File: src/include/rtcs_defs.vh
/*
 * shared constants of the two-wire slave register port.
 * assumes inclusion by bare name from the design files under verilog/.
 */
`ifndef RTCS_DEFS_VH
`define RTCS_DEFS_VH

// ----------------------------------------------------------------
// timing
// ----------------------------------------------------------------
`define RTCS_CLK_KHZ     20000
`define RTCS_TOUT_MS     950

// ----------------------------------------------------------------
// byte framing
// ----------------------------------------------------------------
`define RTCS_BYTE_BITS   4'h8
`define RTCS_LAST_BIT    4'h7
`define RTCS_BIT_ZERO    4'h0
`define RTCS_BIT_STEP    4'h1
`define RTCS_DIR_RD      1'b1

// ----------------------------------------------------------------
// register pointer
// ----------------------------------------------------------------
`define RTCS_PTR_RST     8'h00
`define RTCS_PTR_STEP    8'h01
`define RTCS_NIB_STEP    4'h1
`define RTCS_GRP_LO      4'h1
`define RTCS_GRP_HI      4'h3

// ----------------------------------------------------------------
// defaults
// ----------------------------------------------------------------
`define RTCS_SLV_ADDR    7'h5A
`define RTCS_FIFO_DEPTH  8
`define RTCS_FIFO_AW     3
`define RTCS_WR_W        16

`endif

File: src/verilog/rtcs_fifo.v
/*
 * small synchronous fifo with a registered output stage.
 * assumes one clock and an asynchronous active-high reset.
 */
`timescale 1ns/1ns
`default_nettype none

module rtcs_fifo #(
    parameter W     = 16,
    parameter DEPTH = 8,
    parameter AW    = 3
) (
    input  wire         sys_clk_i,
    input  wire         rst_i,
    input  wire         in_valid_i,
    output wire         in_ready_o,
    input  wire [W-1:0] in_data_i,
    output wire         out_valid_o,
    input  wire         out_ready_i,
    output wire [W-1:0] out_data_o
);

    reg [W-1:0] mem [0:DEPTH-1];
    reg [AW-1:0] wr_ptr_reg;
    reg [AW-1:0] rd_ptr_reg;
    reg [AW:0]   count_reg;
    reg          out_valid_reg;
    reg [W-1:0]  out_data_reg;

    wire [AW:0] depth_w = DEPTH[AW:0];
    wire        full    = (count_reg == depth_w);
    wire        empty   = (count_reg == {(AW+1){1'b0}});
    wire        push    = in_valid_i & ~full;
    // refill the output stage whenever it is free or being taken
    wire        pop     = ~empty & (~out_valid_reg | out_ready_i);

    assign in_ready_o  = ~full;
    assign out_valid_o = out_valid_reg;
    assign out_data_o  = out_data_reg;

    // ----------------------------------------------------------------
    // storage
    // ----------------------------------------------------------------
    always @(posedge sys_clk_i) begin
        if (push) begin
            mem[wr_ptr_reg] <= in_data_i;
        end
    end

    // ----------------------------------------------------------------
    // pointers and output stage
    // ----------------------------------------------------------------
    always @(posedge sys_clk_i or posedge rst_i) begin
        if (rst_i) begin
            wr_ptr_reg    <= {AW{1'b0}};
            rd_ptr_reg    <= {AW{1'b0}};
            count_reg     <= {(AW+1){1'b0}};
            out_valid_reg <= 1'b0;
            out_data_reg  <= {W{1'b0}};
        end else begin
            if (push) begin
                wr_ptr_reg <= wr_ptr_reg + {{(AW-1){1'b0}}, 1'b1};
            end
            if (pop) begin
                rd_ptr_reg   <= rd_ptr_reg + {{(AW-1){1'b0}}, 1'b1};
                out_data_reg <= mem[rd_ptr_reg];
            end
            if (push & ~pop) begin
                count_reg <= count_reg + {{AW{1'b0}}, 1'b1};
            end else if (pop & ~push) begin
                count_reg <= count_reg - {{AW{1'b0}}, 1'b1};
            end
            if (pop) begin
                out_valid_reg <= 1'b1;
            end else if (out_ready_i) begin
                out_valid_reg <= 1'b0;
            end
        end
    end

endmodule

`default_nettype wire

File: src/verilog/rtcs_i2c_slave.v
/*
 * two-wire serial slave port giving a bus master byte access to a
 * register space. writes leave through a fifo as address/data pairs,
 * reads fetch a byte from rd_data_i at the address on rd_addr_o.
 * assumes open-drain pads outside, pull-ups on both lines, and a
 * register file that answers rd_data_i combinationally on sys_clk_i.
 */
`timescale 1ns/1ns
`default_nettype none
`include "rtcs_defs.vh"

module rtcs_i2c_slave #(
    parameter [6:0]  SLV_ADDR    = `RTCS_SLV_ADDR,
    parameter [31:0] TIMEOUT_CYC = `RTCS_TOUT_MS * `RTCS_CLK_KHZ,
    parameter        FIFO_DEPTH  = `RTCS_FIFO_DEPTH,
    parameter        FIFO_AW     = `RTCS_FIFO_AW
) (
    input  wire       sys_clk_i,
    input  wire       rst_i,
    input  wire       scl_i,
    output wire       scl_o,
    output wire       scl_oe_o,
    input  wire       sda_i,
    output wire       sda_o,
    output wire       sda_oe_o,
    output wire [7:0] rd_addr_o,
    input  wire [7:0] rd_data_i,
    output wire       rd_strobe_o,
    output wire       wr_valid_o,
    input  wire       wr_ready_i,
    output wire [7:0] wr_addr_o,
    output wire [7:0] wr_data_o,
    output wire       busy_o
);

    // ----------------------------------------------------------------
    // states
    // ----------------------------------------------------------------
    localparam [7:0] S_IDLE = 8'h01;
    localparam [7:0] S_DEV  = 8'h02;
    localparam [7:0] S_DACK = 8'h04;
    localparam [7:0] S_SUB  = 8'h08;
    localparam [7:0] S_WR   = 8'h10;
    localparam [7:0] S_WACK = 8'h20;
    localparam [7:0] S_TX   = 8'h40;
    localparam [7:0] S_TACK = 8'h80;

    // ----------------------------------------------------------------
    // pin synchronisers
    // ----------------------------------------------------------------
    reg scl_s1_reg;
    reg scl_s2_reg;
    reg scl_d_reg;
    reg sda_s1_reg;
    reg sda_s2_reg;
    reg sda_d_reg;

    always @(posedge sys_clk_i or posedge rst_i) begin
        if (rst_i) begin
            scl_s1_reg <= 1'b1;
            scl_s2_reg <= 1'b1;
            scl_d_reg  <= 1'b1;
            sda_s1_reg <= 1'b1;
            sda_s2_reg <= 1'b1;
            sda_d_reg  <= 1'b1;
        end else begin
            scl_s1_reg <= scl_i;
            scl_s2_reg <= scl_s1_reg;
            scl_d_reg  <= scl_s2_reg;
            sda_s1_reg <= sda_i;
            sda_s2_reg <= sda_s1_reg;
            sda_d_reg  <= sda_s2_reg;
        end
    end

    wire scl_rise = scl_s2_reg & ~scl_d_reg;
    wire scl_fall = ~scl_s2_reg & scl_d_reg;
    wire scl_high = scl_s2_reg & scl_d_reg;
    wire start_det = scl_high & sda_d_reg & ~sda_s2_reg;
    wire stop_det  = scl_high & ~sda_d_reg & sda_s2_reg;

    // ----------------------------------------------------------------
    // pointer step
    // ----------------------------------------------------------------
    function [7:0] ptr_inc;
        input [7:0] p;
        begin
            if (p[7:4] >= `RTCS_GRP_LO && p[7:4] <= `RTCS_GRP_HI) begin
                ptr_inc = {p[7:4], p[3:0] + `RTCS_NIB_STEP};
            end else begin
                ptr_inc = p + `RTCS_PTR_STEP;
            end
        end
    endfunction

    // ----------------------------------------------------------------
    // state
    // ----------------------------------------------------------------
    reg [7:0]  state_reg;
    reg [7:0]  state_next;
    reg [3:0]  bit_cnt_reg;
    reg [3:0]  bit_cnt_next;
    reg [7:0]  shift_reg;
    reg [7:0]  shift_next;
    reg [7:0]  ptr_reg;
    reg [7:0]  ptr_next;
    reg        dir_reg;
    reg        dir_next;
    reg        sda_oe_reg;
    reg        sda_oe_next;
    reg        scl_oe_reg;
    reg        scl_oe_next;
    reg        busy_reg;
    reg        busy_next;
    reg [31:0] tout_cnt_reg;
    reg [31:0] tout_cnt_next;
    reg        rd_strobe_reg;
    reg        rd_strobe_next;
    reg        push_req;

    wire fifo_in_ready;
    wire tout_hit = busy_reg & (tout_cnt_reg >= TIMEOUT_CYC);
    wire byte_done = (bit_cnt_reg == `RTCS_BYTE_BITS);

    // ----------------------------------------------------------------
    // next-state logic
    // ----------------------------------------------------------------
    always @* begin
        state_next     = state_reg;
        bit_cnt_next   = bit_cnt_reg;
        shift_next     = shift_reg;
        ptr_next       = ptr_reg;
        dir_next       = dir_reg;
        sda_oe_next    = sda_oe_reg;
        scl_oe_next    = scl_oe_reg;
        busy_next      = busy_reg;
        tout_cnt_next  = busy_reg ? tout_cnt_reg + 32'h1 : 32'h0;
        rd_strobe_next = 1'b0;
        push_req       = 1'b0;
        if (stop_det || tout_hit) begin
            // pointer is left alone so a later bare read continues
            state_next    = S_IDLE;
            sda_oe_next   = 1'b0;
            scl_oe_next   = 1'b0;
            busy_next     = 1'b0;
            tout_cnt_next = 32'h0;
        end else if (start_det) begin
            state_next    = S_DEV;
            bit_cnt_next  = `RTCS_BIT_ZERO;
            sda_oe_next   = 1'b0;
            scl_oe_next   = 1'b0;
            busy_next     = 1'b1;
            tout_cnt_next = 32'h0;
        end else begin
            case (state_reg)
                S_IDLE: begin
                    sda_oe_next = 1'b0;
                    scl_oe_next = 1'b0;
                end
                S_DEV, S_SUB, S_WR: begin
                    if (!byte_done) begin
                        if (scl_rise) begin
                            shift_next   = {shift_reg[6:0], sda_s2_reg};
                            bit_cnt_next = bit_cnt_reg + `RTCS_BIT_STEP;
                        end
                    end else if (scl_fall || scl_oe_reg) begin
                        if (state_reg == S_DEV) begin
                            bit_cnt_next = `RTCS_BIT_ZERO;
                            if (shift_reg[7:1] == SLV_ADDR) begin
                                state_next  = S_DACK;
                                dir_next    = shift_reg[0];
                                sda_oe_next = 1'b1;
                            end else begin
                                state_next = S_IDLE;
                            end
                        end else if (state_reg == S_SUB) begin
                            ptr_next     = shift_reg;
                            state_next   = S_WACK;
                            sda_oe_next  = 1'b1;
                            bit_cnt_next = `RTCS_BIT_ZERO;
                        end else begin
                            push_req = 1'b1;
                            if (fifo_in_ready) begin
                                ptr_next     = ptr_inc(ptr_reg);
                                state_next   = S_WACK;
                                sda_oe_next  = 1'b1;
                                // a stretch ends a cycle after the ack settles
                                bit_cnt_next = `RTCS_BIT_ZERO;
                            end else begin
                                // stretch the clock rather than drop a byte
                                scl_oe_next = 1'b1;
                            end
                        end
                    end
                end
                S_DACK: begin
                    if (scl_fall) begin
                        bit_cnt_next = `RTCS_BIT_ZERO;
                        if (dir_reg == `RTCS_DIR_RD) begin
                            state_next     = S_TX;
                            shift_next     = rd_data_i;
                            sda_oe_next    = ~rd_data_i[7];
                            rd_strobe_next = 1'b1;
                        end else begin
                            state_next  = S_SUB;
                            sda_oe_next = 1'b0;
                        end
                    end
                end
                S_WACK: begin
                    scl_oe_next = 1'b0;
                    if (scl_fall) begin
                        state_next  = S_WR;
                        sda_oe_next = 1'b0;
                    end
                end
                S_TX: begin
                    if (scl_fall) begin
                        if (bit_cnt_reg == `RTCS_LAST_BIT) begin
                            state_next   = S_TACK;
                            sda_oe_next  = 1'b0;
                            ptr_next     = ptr_inc(ptr_reg);
                            bit_cnt_next = `RTCS_BIT_ZERO;
                        end else begin
                            shift_next   = {shift_reg[6:0], 1'b0};
                            sda_oe_next  = ~shift_reg[6];
                            bit_cnt_next = bit_cnt_reg + `RTCS_BIT_STEP;
                        end
                    end
                end
                S_TACK: begin
                    if (scl_rise) begin
                        if (sda_s2_reg) begin
                            state_next = S_IDLE;
                        end else begin
                            bit_cnt_next = `RTCS_BYTE_BITS;
                        end
                    end else if (scl_fall && byte_done) begin
                        state_next     = S_TX;
                        shift_next     = rd_data_i;
                        sda_oe_next    = ~rd_data_i[7];
                        rd_strobe_next = 1'b1;
                        bit_cnt_next   = `RTCS_BIT_ZERO;
                    end
                end
                default: begin
                    state_next  = S_IDLE;
                    sda_oe_next = 1'b0;
                    scl_oe_next = 1'b0;
                end
            endcase
        end
    end

    // ----------------------------------------------------------------
    // registers
    // ----------------------------------------------------------------
    always @(posedge sys_clk_i or posedge rst_i) begin
        if (rst_i) begin
            state_reg     <= S_IDLE;
            bit_cnt_reg   <= `RTCS_BIT_ZERO;
            shift_reg     <= `RTCS_PTR_RST;
            ptr_reg       <= `RTCS_PTR_RST;
            dir_reg       <= 1'b0;
            sda_oe_reg    <= 1'b0;
            scl_oe_reg    <= 1'b0;
            busy_reg      <= 1'b0;
            tout_cnt_reg  <= 32'h0;
            rd_strobe_reg <= 1'b0;
        end else begin
            state_reg     <= state_next;
            bit_cnt_reg   <= bit_cnt_next;
            shift_reg     <= shift_next;
            ptr_reg       <= ptr_next;
            dir_reg       <= dir_next;
            sda_oe_reg    <= sda_oe_next;
            scl_oe_reg    <= scl_oe_next;
            busy_reg      <= busy_next;
            tout_cnt_reg  <= tout_cnt_next;
            rd_strobe_reg <= rd_strobe_next;
        end
    end

    // ----------------------------------------------------------------
    // write path
    // ----------------------------------------------------------------
    wire [`RTCS_WR_W-1:0] fifo_out_data;

    rtcs_fifo #(
        .W     (`RTCS_WR_W),
        .DEPTH (FIFO_DEPTH),
        .AW    (FIFO_AW)
    ) u_wr_fifo (
        .sys_clk_i   (sys_clk_i),
        .rst_i       (rst_i),
        .in_valid_i  (push_req),
        .in_ready_o  (fifo_in_ready),
        .in_data_i   ({ptr_reg, shift_reg}),
        .out_valid_o (wr_valid_o),
        .out_ready_i (wr_ready_i),
        .out_data_o  (fifo_out_data)
    );

    // ----------------------------------------------------------------
    // outputs
    // ----------------------------------------------------------------
    // lines are only ever pulled low, never driven high
    assign scl_o       = 1'b0;
    assign sda_o       = 1'b0;
    assign scl_oe_o    = scl_oe_reg;
    assign sda_oe_o    = sda_oe_reg;
    assign rd_addr_o   = ptr_reg;
    assign rd_strobe_o = rd_strobe_reg;
    assign wr_addr_o   = fifo_out_data[15:8];
    assign wr_data_o   = fifo_out_data[7:0];
    assign busy_o      = busy_reg;

endmodule

`default_nettype wire

File: config.mk
export PLATFORM = sky130hd
export DESIGN_NAME = rtcs_i2c_slave
export DESIGN_NICKNAME = d
export VERILOG_FILES = /design/src/verilog/rtcs_fifo.v /design/src/verilog/rtcs_i2c_slave.v
export VERILOG_INCLUDE_DIRS = /design/src /design/src/include
export SDC_FILE = /design/constraint.sdc
export NUM_CORES = 1
export LEC_CHECK = 0
export BUFFER_PORTS_ARGS = -buffer_cell sky130_fd_sc_hd__buf_2
export CAP_MARGIN = 0
export CORE_MARGIN = 2
export CORE_UTILIZATION = 55
export CTS_CLUSTER_SIZE = 25
export DETAILED_ROUTE_END_ITERATION = 8
export GPL_TIMING_DRIVEN = 0
export PLACE_DENSITY_LB_ADDON = 0.12
export SYNTH_ARGS = -nofsm -noshare
export SYNTH_HDL_FRONTEND = slang
export SYNTH_SLANG_ARGS = --single-unit
File: constraint.sdc
create_clock -name sys_clk_i -period 4.1 [get_ports sys_clk_i]
set_input_delay 0.41 -clock sys_clk_i [delete_from_list [all_inputs] [get_ports sys_clk_i]]
set_output_delay 0.41 -clock sys_clk_i [all_outputs]
set_load 0.05 [all_outputs]
# Yosys cells after proc, flatten, opt, wreduce, memory -nomap -nowiden
# Memory sizes are Yosys's and may differ from the RTL's. A register that Yosys moved wholly into a read port is not among the register bits.
# Cells that the tools add are included.
[word_totals]
ramBits = 128
input_bits = 13
wordCells = 225
out_inout_bits = 31
register_bits = 82
n_memories = 1
[memory_table]
columns = ["name", "words", "word_bits", "rd", "rd_ports_with_merged_regs", "wr", "line", "text"]
rows = [
  ["u_wr_fifo.mem", 8, 16, 1, 1, 1, "rtcs_fifo.v:23", "reg [W-1:0] mem [0:DEPTH-1];"],
]
[classes]
n_reduce_logical = 20
muxes = 98
bitwise = 26
n_eq_ne = 49
n_lt_le_gt_ge = 3
addsub = 8
[op_table]
columns = ["cell", "count"]
rows = [
  ["two-way mux 8 bit", 30],
  ["two-way mux 32 bit", 3],
  ["two-way mux 4 bit", 15],
  ["inequality test 4 bit, second input constant", 14],
  ["one-hot mux 8 bit (6 select lines)", 1],
  ["two-way mux 1 bit", 41],
  ["adder 32 x 1 -> 32 bit, second input constant", 1],
  ["greater-or-equal comparator 32 x 25 -> 1 bit, second input constant", 1],
  ["one-hot mux 8 bit (4 select lines)", 1],
  ["AND reduction 9 bit", 3],
  ["inequality test 2 bit, second input constant", 12],
  ["one-hot mux 4 bit (4 select lines)", 1],
  ["one-hot mux 8 bit (2 select lines)", 1],
  ["inequality test 5 bit, second input constant", 3],
  ["inverter 1 bit", 13],
  ["adder 4 x 1 -> 4 bit, second input constant", 3],
  ["AND 1 bit", 12],
  ["inequality test 3 bit, second input constant", 4],
  ["inequality test 6 bit, second input constant", 2],
  ["AND reduction 11 bit", 1],
  ["AND reduction 10 bit", 1],
  ["adder 8 x 1 -> 8 bit, second input constant", 1],
  ["== test 4 bit, second input constant", 2],
  ["== test 8 x 1 -> 1 bit, second input constant", 1],
  ["other kinds (29)", 37],
]

# Depth between registers and ports, before layout
[logic_depth]
ltp_word = 13
depth_mapped = 16
mapped_depth_nobuf = 16

# Modules after synthesis
# A second synthesis with hierarchy kept.
[hier_totals]
hier_cells = 813
hier_area_um2 = 10163.5
[modules_own_cells]
columns = ["mod", "cells_per_inst", "n_inst", "seq_area_each_um2", "area_per_inst_um2"]
rows = [
  ["rtcs_fifo", 379, 1, 4519.3, 6127.1],
  ["rtcs_i2c_slave", 434, 1, 1785.5, 4036.4],
]

# Least setup slack after synthesis
# Ideal clock, no wire load.
[synth_path]
kind = "reg2reg"
start = "register state_reg[7]"
end = "memory u_wr_fifo.mem[2][0], enable pin"
path_buffers = 1
stages_incl_launch_ff = 6
arrival_ns = 3.560
period_less_slack_ns = 3.996
slack_ns = 0.104
required_time_ns = 3.664
setup_time_ns = 0.436
cell_sequence = "dfrtp_1 -> buf_6 -> or4_4 -> nor4_1 -> nand3_1 -> nor4b_1"
[synth_via]
elab_chain_cells = 11
word_cells_on_any_way = 14
cone_classes = "eq/ne: 3; mux: 9; bitwise: 1; reduce/logical: 1"
[synth_rtl]
columns = ["item", "line", "text"]
rows = [
  ["from (decl)", "rtcs_i2c_slave.v:99", "reg [7:0] state_reg;"],
  ["from (signal assigned)", "rtcs_i2c_slave.v:271", "state_reg <= state_next;"],
  ["== test 8 x 4 -> 1 bit", "n/a", ""],
  ["two-way mux 1 bit", "rtcs_i2c_slave.v:176", "end else if (state_reg == S_SUB) begin"],
  ["two-way mux 1 bit", "rtcs_i2c_slave.v:167", "if (state_reg == S_DEV) begin"],
  ["two-way mux 1 bit", "rtcs_i2c_slave.v:166", "end else if (scl_fall || scl_oe_reg) begin"],
  ["two-way mux 1 bit", "rtcs_i2c_slave.v:161", "if (!byte_done) begin"],
  ["two-way mux 1 bit (*)", "rtcs_i2c_slave.v:155", "case (state_reg)"],
  ["two-way mux 1 bit (*)", "rtcs_i2c_slave.v:147", "end else if (start_det) begin"],
  ["two-way mux 1 bit (*)", "rtcs_i2c_slave.v:140", "if (stop_det || tout_hit) begin"],
  ["AND 1 bit (*)", "rtcs_fifo.v:33", "wire push = in_valid_i & ~full;"],
  ["two-way mux 1 bit (*)", "rtcs_fifo.v:45", "if (push) begin"],
  ["two-way mux 1 bit (implied by the code) (*)", "rtcs_fifo.v:46", "mem[wr_ptr_reg] <= in_data_i;"],
  ["to (decl)", "rtcs_fifo.v:23", ""],
]
# Mark *: on every way between the ends. The rest lies on a longest branch, timed or not.

# Worst setup path after layout
[layout_path]
start = "register tout_cnt_reg[18]"
end = "register u_wr_fifo.count_reg[3]"
[layout_via]
elab_chain_cells = 8
word_cells_on_any_way = 10
cone_classes = "order compare: 1; mux: 2; bitwise: 5; reduce/logical: 2"
[layout_rtl]
columns = ["item", "line", "text"]
rows = [
  ["from (decl)", "rtcs_i2c_slave.v:115", "reg [31:0] tout_cnt_reg;"],
  ["from (signal assigned)", "rtcs_i2c_slave.v:279", "tout_cnt_reg <= tout_cnt_next;"],
  ["greater-or-equal comparator 32 x 25 -> 1 bit (*)", "rtcs_i2c_slave.v:122", "wire tout_hit = busy_reg & (tout_cnt_reg >= TIMEOUT_CYC);"],
  ["AND 1 bit (*)", "rtcs_i2c_slave.v:122", ""],
  ["logical OR 1 bit (*)", "rtcs_i2c_slave.v:140", ""],
  ["two-way mux 1 bit (*)", "rtcs_i2c_slave.v:140", ""],
  ["AND 1 bit (*)", "rtcs_fifo.v:33", ""],
  ["net u_wr_fifo.push", "rtcs_fifo.v:33", ""],
  ["inverter 1 bit", "rtcs_fifo.v:70", "end else if (pop & ~push) begin"],
  ["AND 1 bit", "rtcs_fifo.v:70", ""],
  ["nonzero test 2 bit (no line)", "n/a", ""],
  ["to (signal assigned)", "rtcs_fifo.v:57", "count_reg <= {(AW+1){1'b0}};"],
  ["to (signal assigned)", "rtcs_fifo.v:69", "count_reg <= count_reg + {{AW{1'b0}}, 1'b1};"],
  ["to (signal assigned)", "rtcs_fifo.v:71", "count_reg <= count_reg - {{AW{1'b0}}, 1'b1};"],
  ["to (decl)", "rtcs_fifo.v:26", "reg [AW:0] count_reg;"],
]
# The timed path passes the listed nets; every way through them passes the cells marked *.
# A chain may end at the register's enable or synchronous reset.

==> flow_metrics.env <==
export IMPL_run_status="finished, final reports clean"
export IMPL_layout_commonest_cell="edfxtp_1"
export IMPL_worstHoldPathType="in -> async"
export IMPL_synth_edff_count=128
export IMPL_core_region_area_um2=17800
export IMPL_gp_congestion=0.926
export IMPL_worst_setup_path_type="reg -> reg"
export IMPL_cts_sink_count=226
export IMPL_drtAntennaViolNets=0
export IMPL_critical_path_required_ns=4.50
export IMPL_skew_ns=0.0149
export IMPL_p_per_area_nw_per_um2=584
export IMPL_clock_tree_root_cell="clkbuf_16"
export IMPL_nNetsFinal=864
export IMPL_asyncSetResetFlopFracSynth_pct=43.4
export IMPL_synth_sequential_area_ratio_pct=63.5
export IMPL_grt_pass1_vias=6592
export IMPL_critical_path_slowest_cell="nor4_1"
export IMPL_timing_slew_headroom_pct=29.9
export IMPL_cts_setup_buffers=0
export IMPL_detail_route_drc_violations=0
export IMPL_final_period_utilization_pct=90.4
export IMPL_grt_antenna_before_repair=0
export IMPL_post_drt_via_cell_ratio=6.01
export IMPL_yosysUniqueCellTypes=63
export IMPL_first_pass_drt_iterations=5
export IMPL_timing_critical_path_buf_inv=2
export IMPL_die_outline_area_um2=19100
export IMPL_total_routing_usage_reported_by_global_routing_pct=23.2
export IMPL_grt_setup_unrepaired="false"
export IMPL_grt_pass1_wl_um=35300
export IMPL_ios=44
export IMPL_crit_arrival_ns=4.11
export IMPL_timing_final_max_slew_violations=0
export IMPL_timing_critical_path_max_delay_family="simple AND/OR/NAND/NOR gates"
export IMPL_layout_drive_gt1_share_pct=19.4
export IMPL_iteration_0_drc_markers=499
export IMPL_crit_chain="nor4_1, o21ai_0, a211oi_2, nor2_1, nor2b_1, nand3_2, inv_1, ha_1, inv_1, ha_1, a21o_1, a21oi_1, xnor2_1, nor2_1, xor2_1"
export IMPL_routed_wirelength_um=21900
export IMPL_worst_setup_hold_path_clk_slew_ns=0.06
export IMPL_synth_flop_cell="edfxtp_1"
export IMPL_timing_critical_path_from_type="register"
export IMPL_clock_latency_ns=0.52
export IMPL_buffers_on_ports=41
export IMPL_floorplan_die_height_um=138
export IMPL_yosys_register_bits=226
export IMPL_totalPowerFinal_mw=6.71
export IMPL_hpwlAfterDp_um=15100
export IMPL_tritoncts_num_buffers=23
export IMPL_grt_ovfl_total=0
export IMPL_cts_tree="yes"
export IMPL_most_frequent_cells_in_the_layout="edfxtp_1 (128), dfrtp_1 (91), nor2_1 (87)"
export IMPL_pin_count_of_the_biggest_net_entering_global_routing=54
export IMPL_finalSetupTns_ns=0
export IMPL_largest_register_ff_count=128
export IMPL_tightestPinTransition_ns=1.05
export IMPL_critical_path_max_stage_delay_ns=0.45
export IMPL_fp_dieW_um=138
export IMPL_worst_hold_slack_ns=0.0364
export IMPL_report_final_setup_viol=0
export IMPL_initial_utilization_pct=55.6
export IMPL_critical_path_endpoint_type="register"
export IMPL_maxCapViolations=0
export IMPL_synth_warnings=0
export IMPL_area_growth_syn_to_layout_pct=15.7
export IMPL_min_period_ns=3.71
export IMPL_avgSynthCellArea_um2=13.3
export IMPL_achievable_frequency_mhz=270
export IMPL_antenna_diode_count=0
export IMPL_clk_path_buf_depth=3
export IMPL_routedWlPerCell_um=20.2
export IMPL_finalHoldViolations=0
export IMPL_vdd_drop_max_mv=0.555
export IMPL_power_static_leakage_nw=4.54
export IMPL_via_count=6524
export IMPL_clock_tree_htree_level_count=1
export IMPL_critical_path_peak_fanout=9
export IMPL_rows=49
export IMPL_post_synth_instance_area_um2=9920
export IMPL_postSynthCellCount=745
## power by group
group | switching, mW | internal [mW] | leakage [nW] | total (mW)
logic | 1.06 | 0.613 | 1.63 | 1.67
registers | 0.254 | 2.67 | 2.54 | 2.92
clock network | 0.848 | 1.26 | 0.375 | 2.11
total | 2.16 | 4.55 | 4.54 | 6.71
## Yosys cell counts, drive strengths merged, types with 8 or more instances
cell type / n / area share, %
dfrtp: 91 / 23
o21ai: 35 / 1.8
nand2: 34 / 1.3
clkbuf: 22 / 0.83
mux2i: 28 / 2.8
nand3: 31 / 1.6
mux4: 32 / 7.3
edfxtp: 128 / 39
a21oi: 54 / 2.7
xor2: 16 / 1.4
inv: 22 / 0.83
nor2: 88 / 3.4
or3: 8 / 0.50
nor3: 13 / 0.66
nand4: 11 / 0.69
buf: 11 / 0.61
xnor2: 14 / 1.2
ha: 10 / 1.3
nor4: 10 / 0.78
## metrics by stage
stage	utilization, %	area (um^2)	std cells	setup slack (ns)
finish	64.3	11500	1086	0.395
global route	64.3	11500	1086	0.0911
CTS	64.3	11500	1086	0.262
detailed placement	59.9	10700	1042	0.292
global placement	58.5	10400	1023	-2.15
floorplan	-	9950	753	0.104
## cell families (layout without fill, tap and decap cells)
family / Yosys count / after routing / share of synthesized area (%)
adder cells (fa/ha/maj): 11 / 11 / 1.46
XOR/XNOR: 30 / 30 / 2.65
buffers and inverters: 55 / 159 / 2.27
other: 1 / 9 / 0.0378
AND/OR/NAND/NOR: 239 / 239 / 12.2
multiplexers: 64 / 64 / 10.6
flip-flops: 226 / 226 / 63.5
AO/OA/AOI/OAI: 119 / 119 / 7.25
## path summary, 6_finish.rpt
check / slack [ns] / cells past startpoint / startpoint / end
setup / recovery: 0.39 / 15 / tout_cnt_reg[18] / u_wr_fifo.count_reg[3]
max in group asynchronous: 3.34 / 3 / rst_i / state_reg[0]
setup reg to reg: 0.39 / 15 / tout_cnt_reg[18] / u_wr_fifo.count_reg[3]
hold / removal: 0.04 / 2 / rst_i / tout_cnt_reg[24]
hold reg to reg: 0.35 / 0 / sda_s1_reg / sda_s2_reg
min in group sys_clk_i: 0.08 / 2 / wr_ready_i / u_wr_fifo.out_valid_o
## layout make-up
type | count | area [um^2]
buffer | 33 | 143
clock buffer | 29 | 618
clock inverter | 13 | 156
fill | 1310 | 6360
inverter | 22 | 85.1
multi-input combinational | 472 | 3470
sequential | 226 | 6300
tap | 229 | 287
timing repair buffer | 62 | 410
## repair_timing
action | in CTS | in global routing
gates resized for setup | 0 | 1
endpoints found under the hold margin | 2 | 0
setup endpoints to repair | 0 | 1
hold buffers | 2 | 0
## metal layers
layer  wire, um  track usage (%)  vias to the layer above
met1       9170             30.7                     3275
met4        505             5.37                        0
li1           -                -                     2964
met3       1100             3.15                       50
met5          0                0                        -
met2      11100             41.2                      235
(Power assumes the default switching activity.)
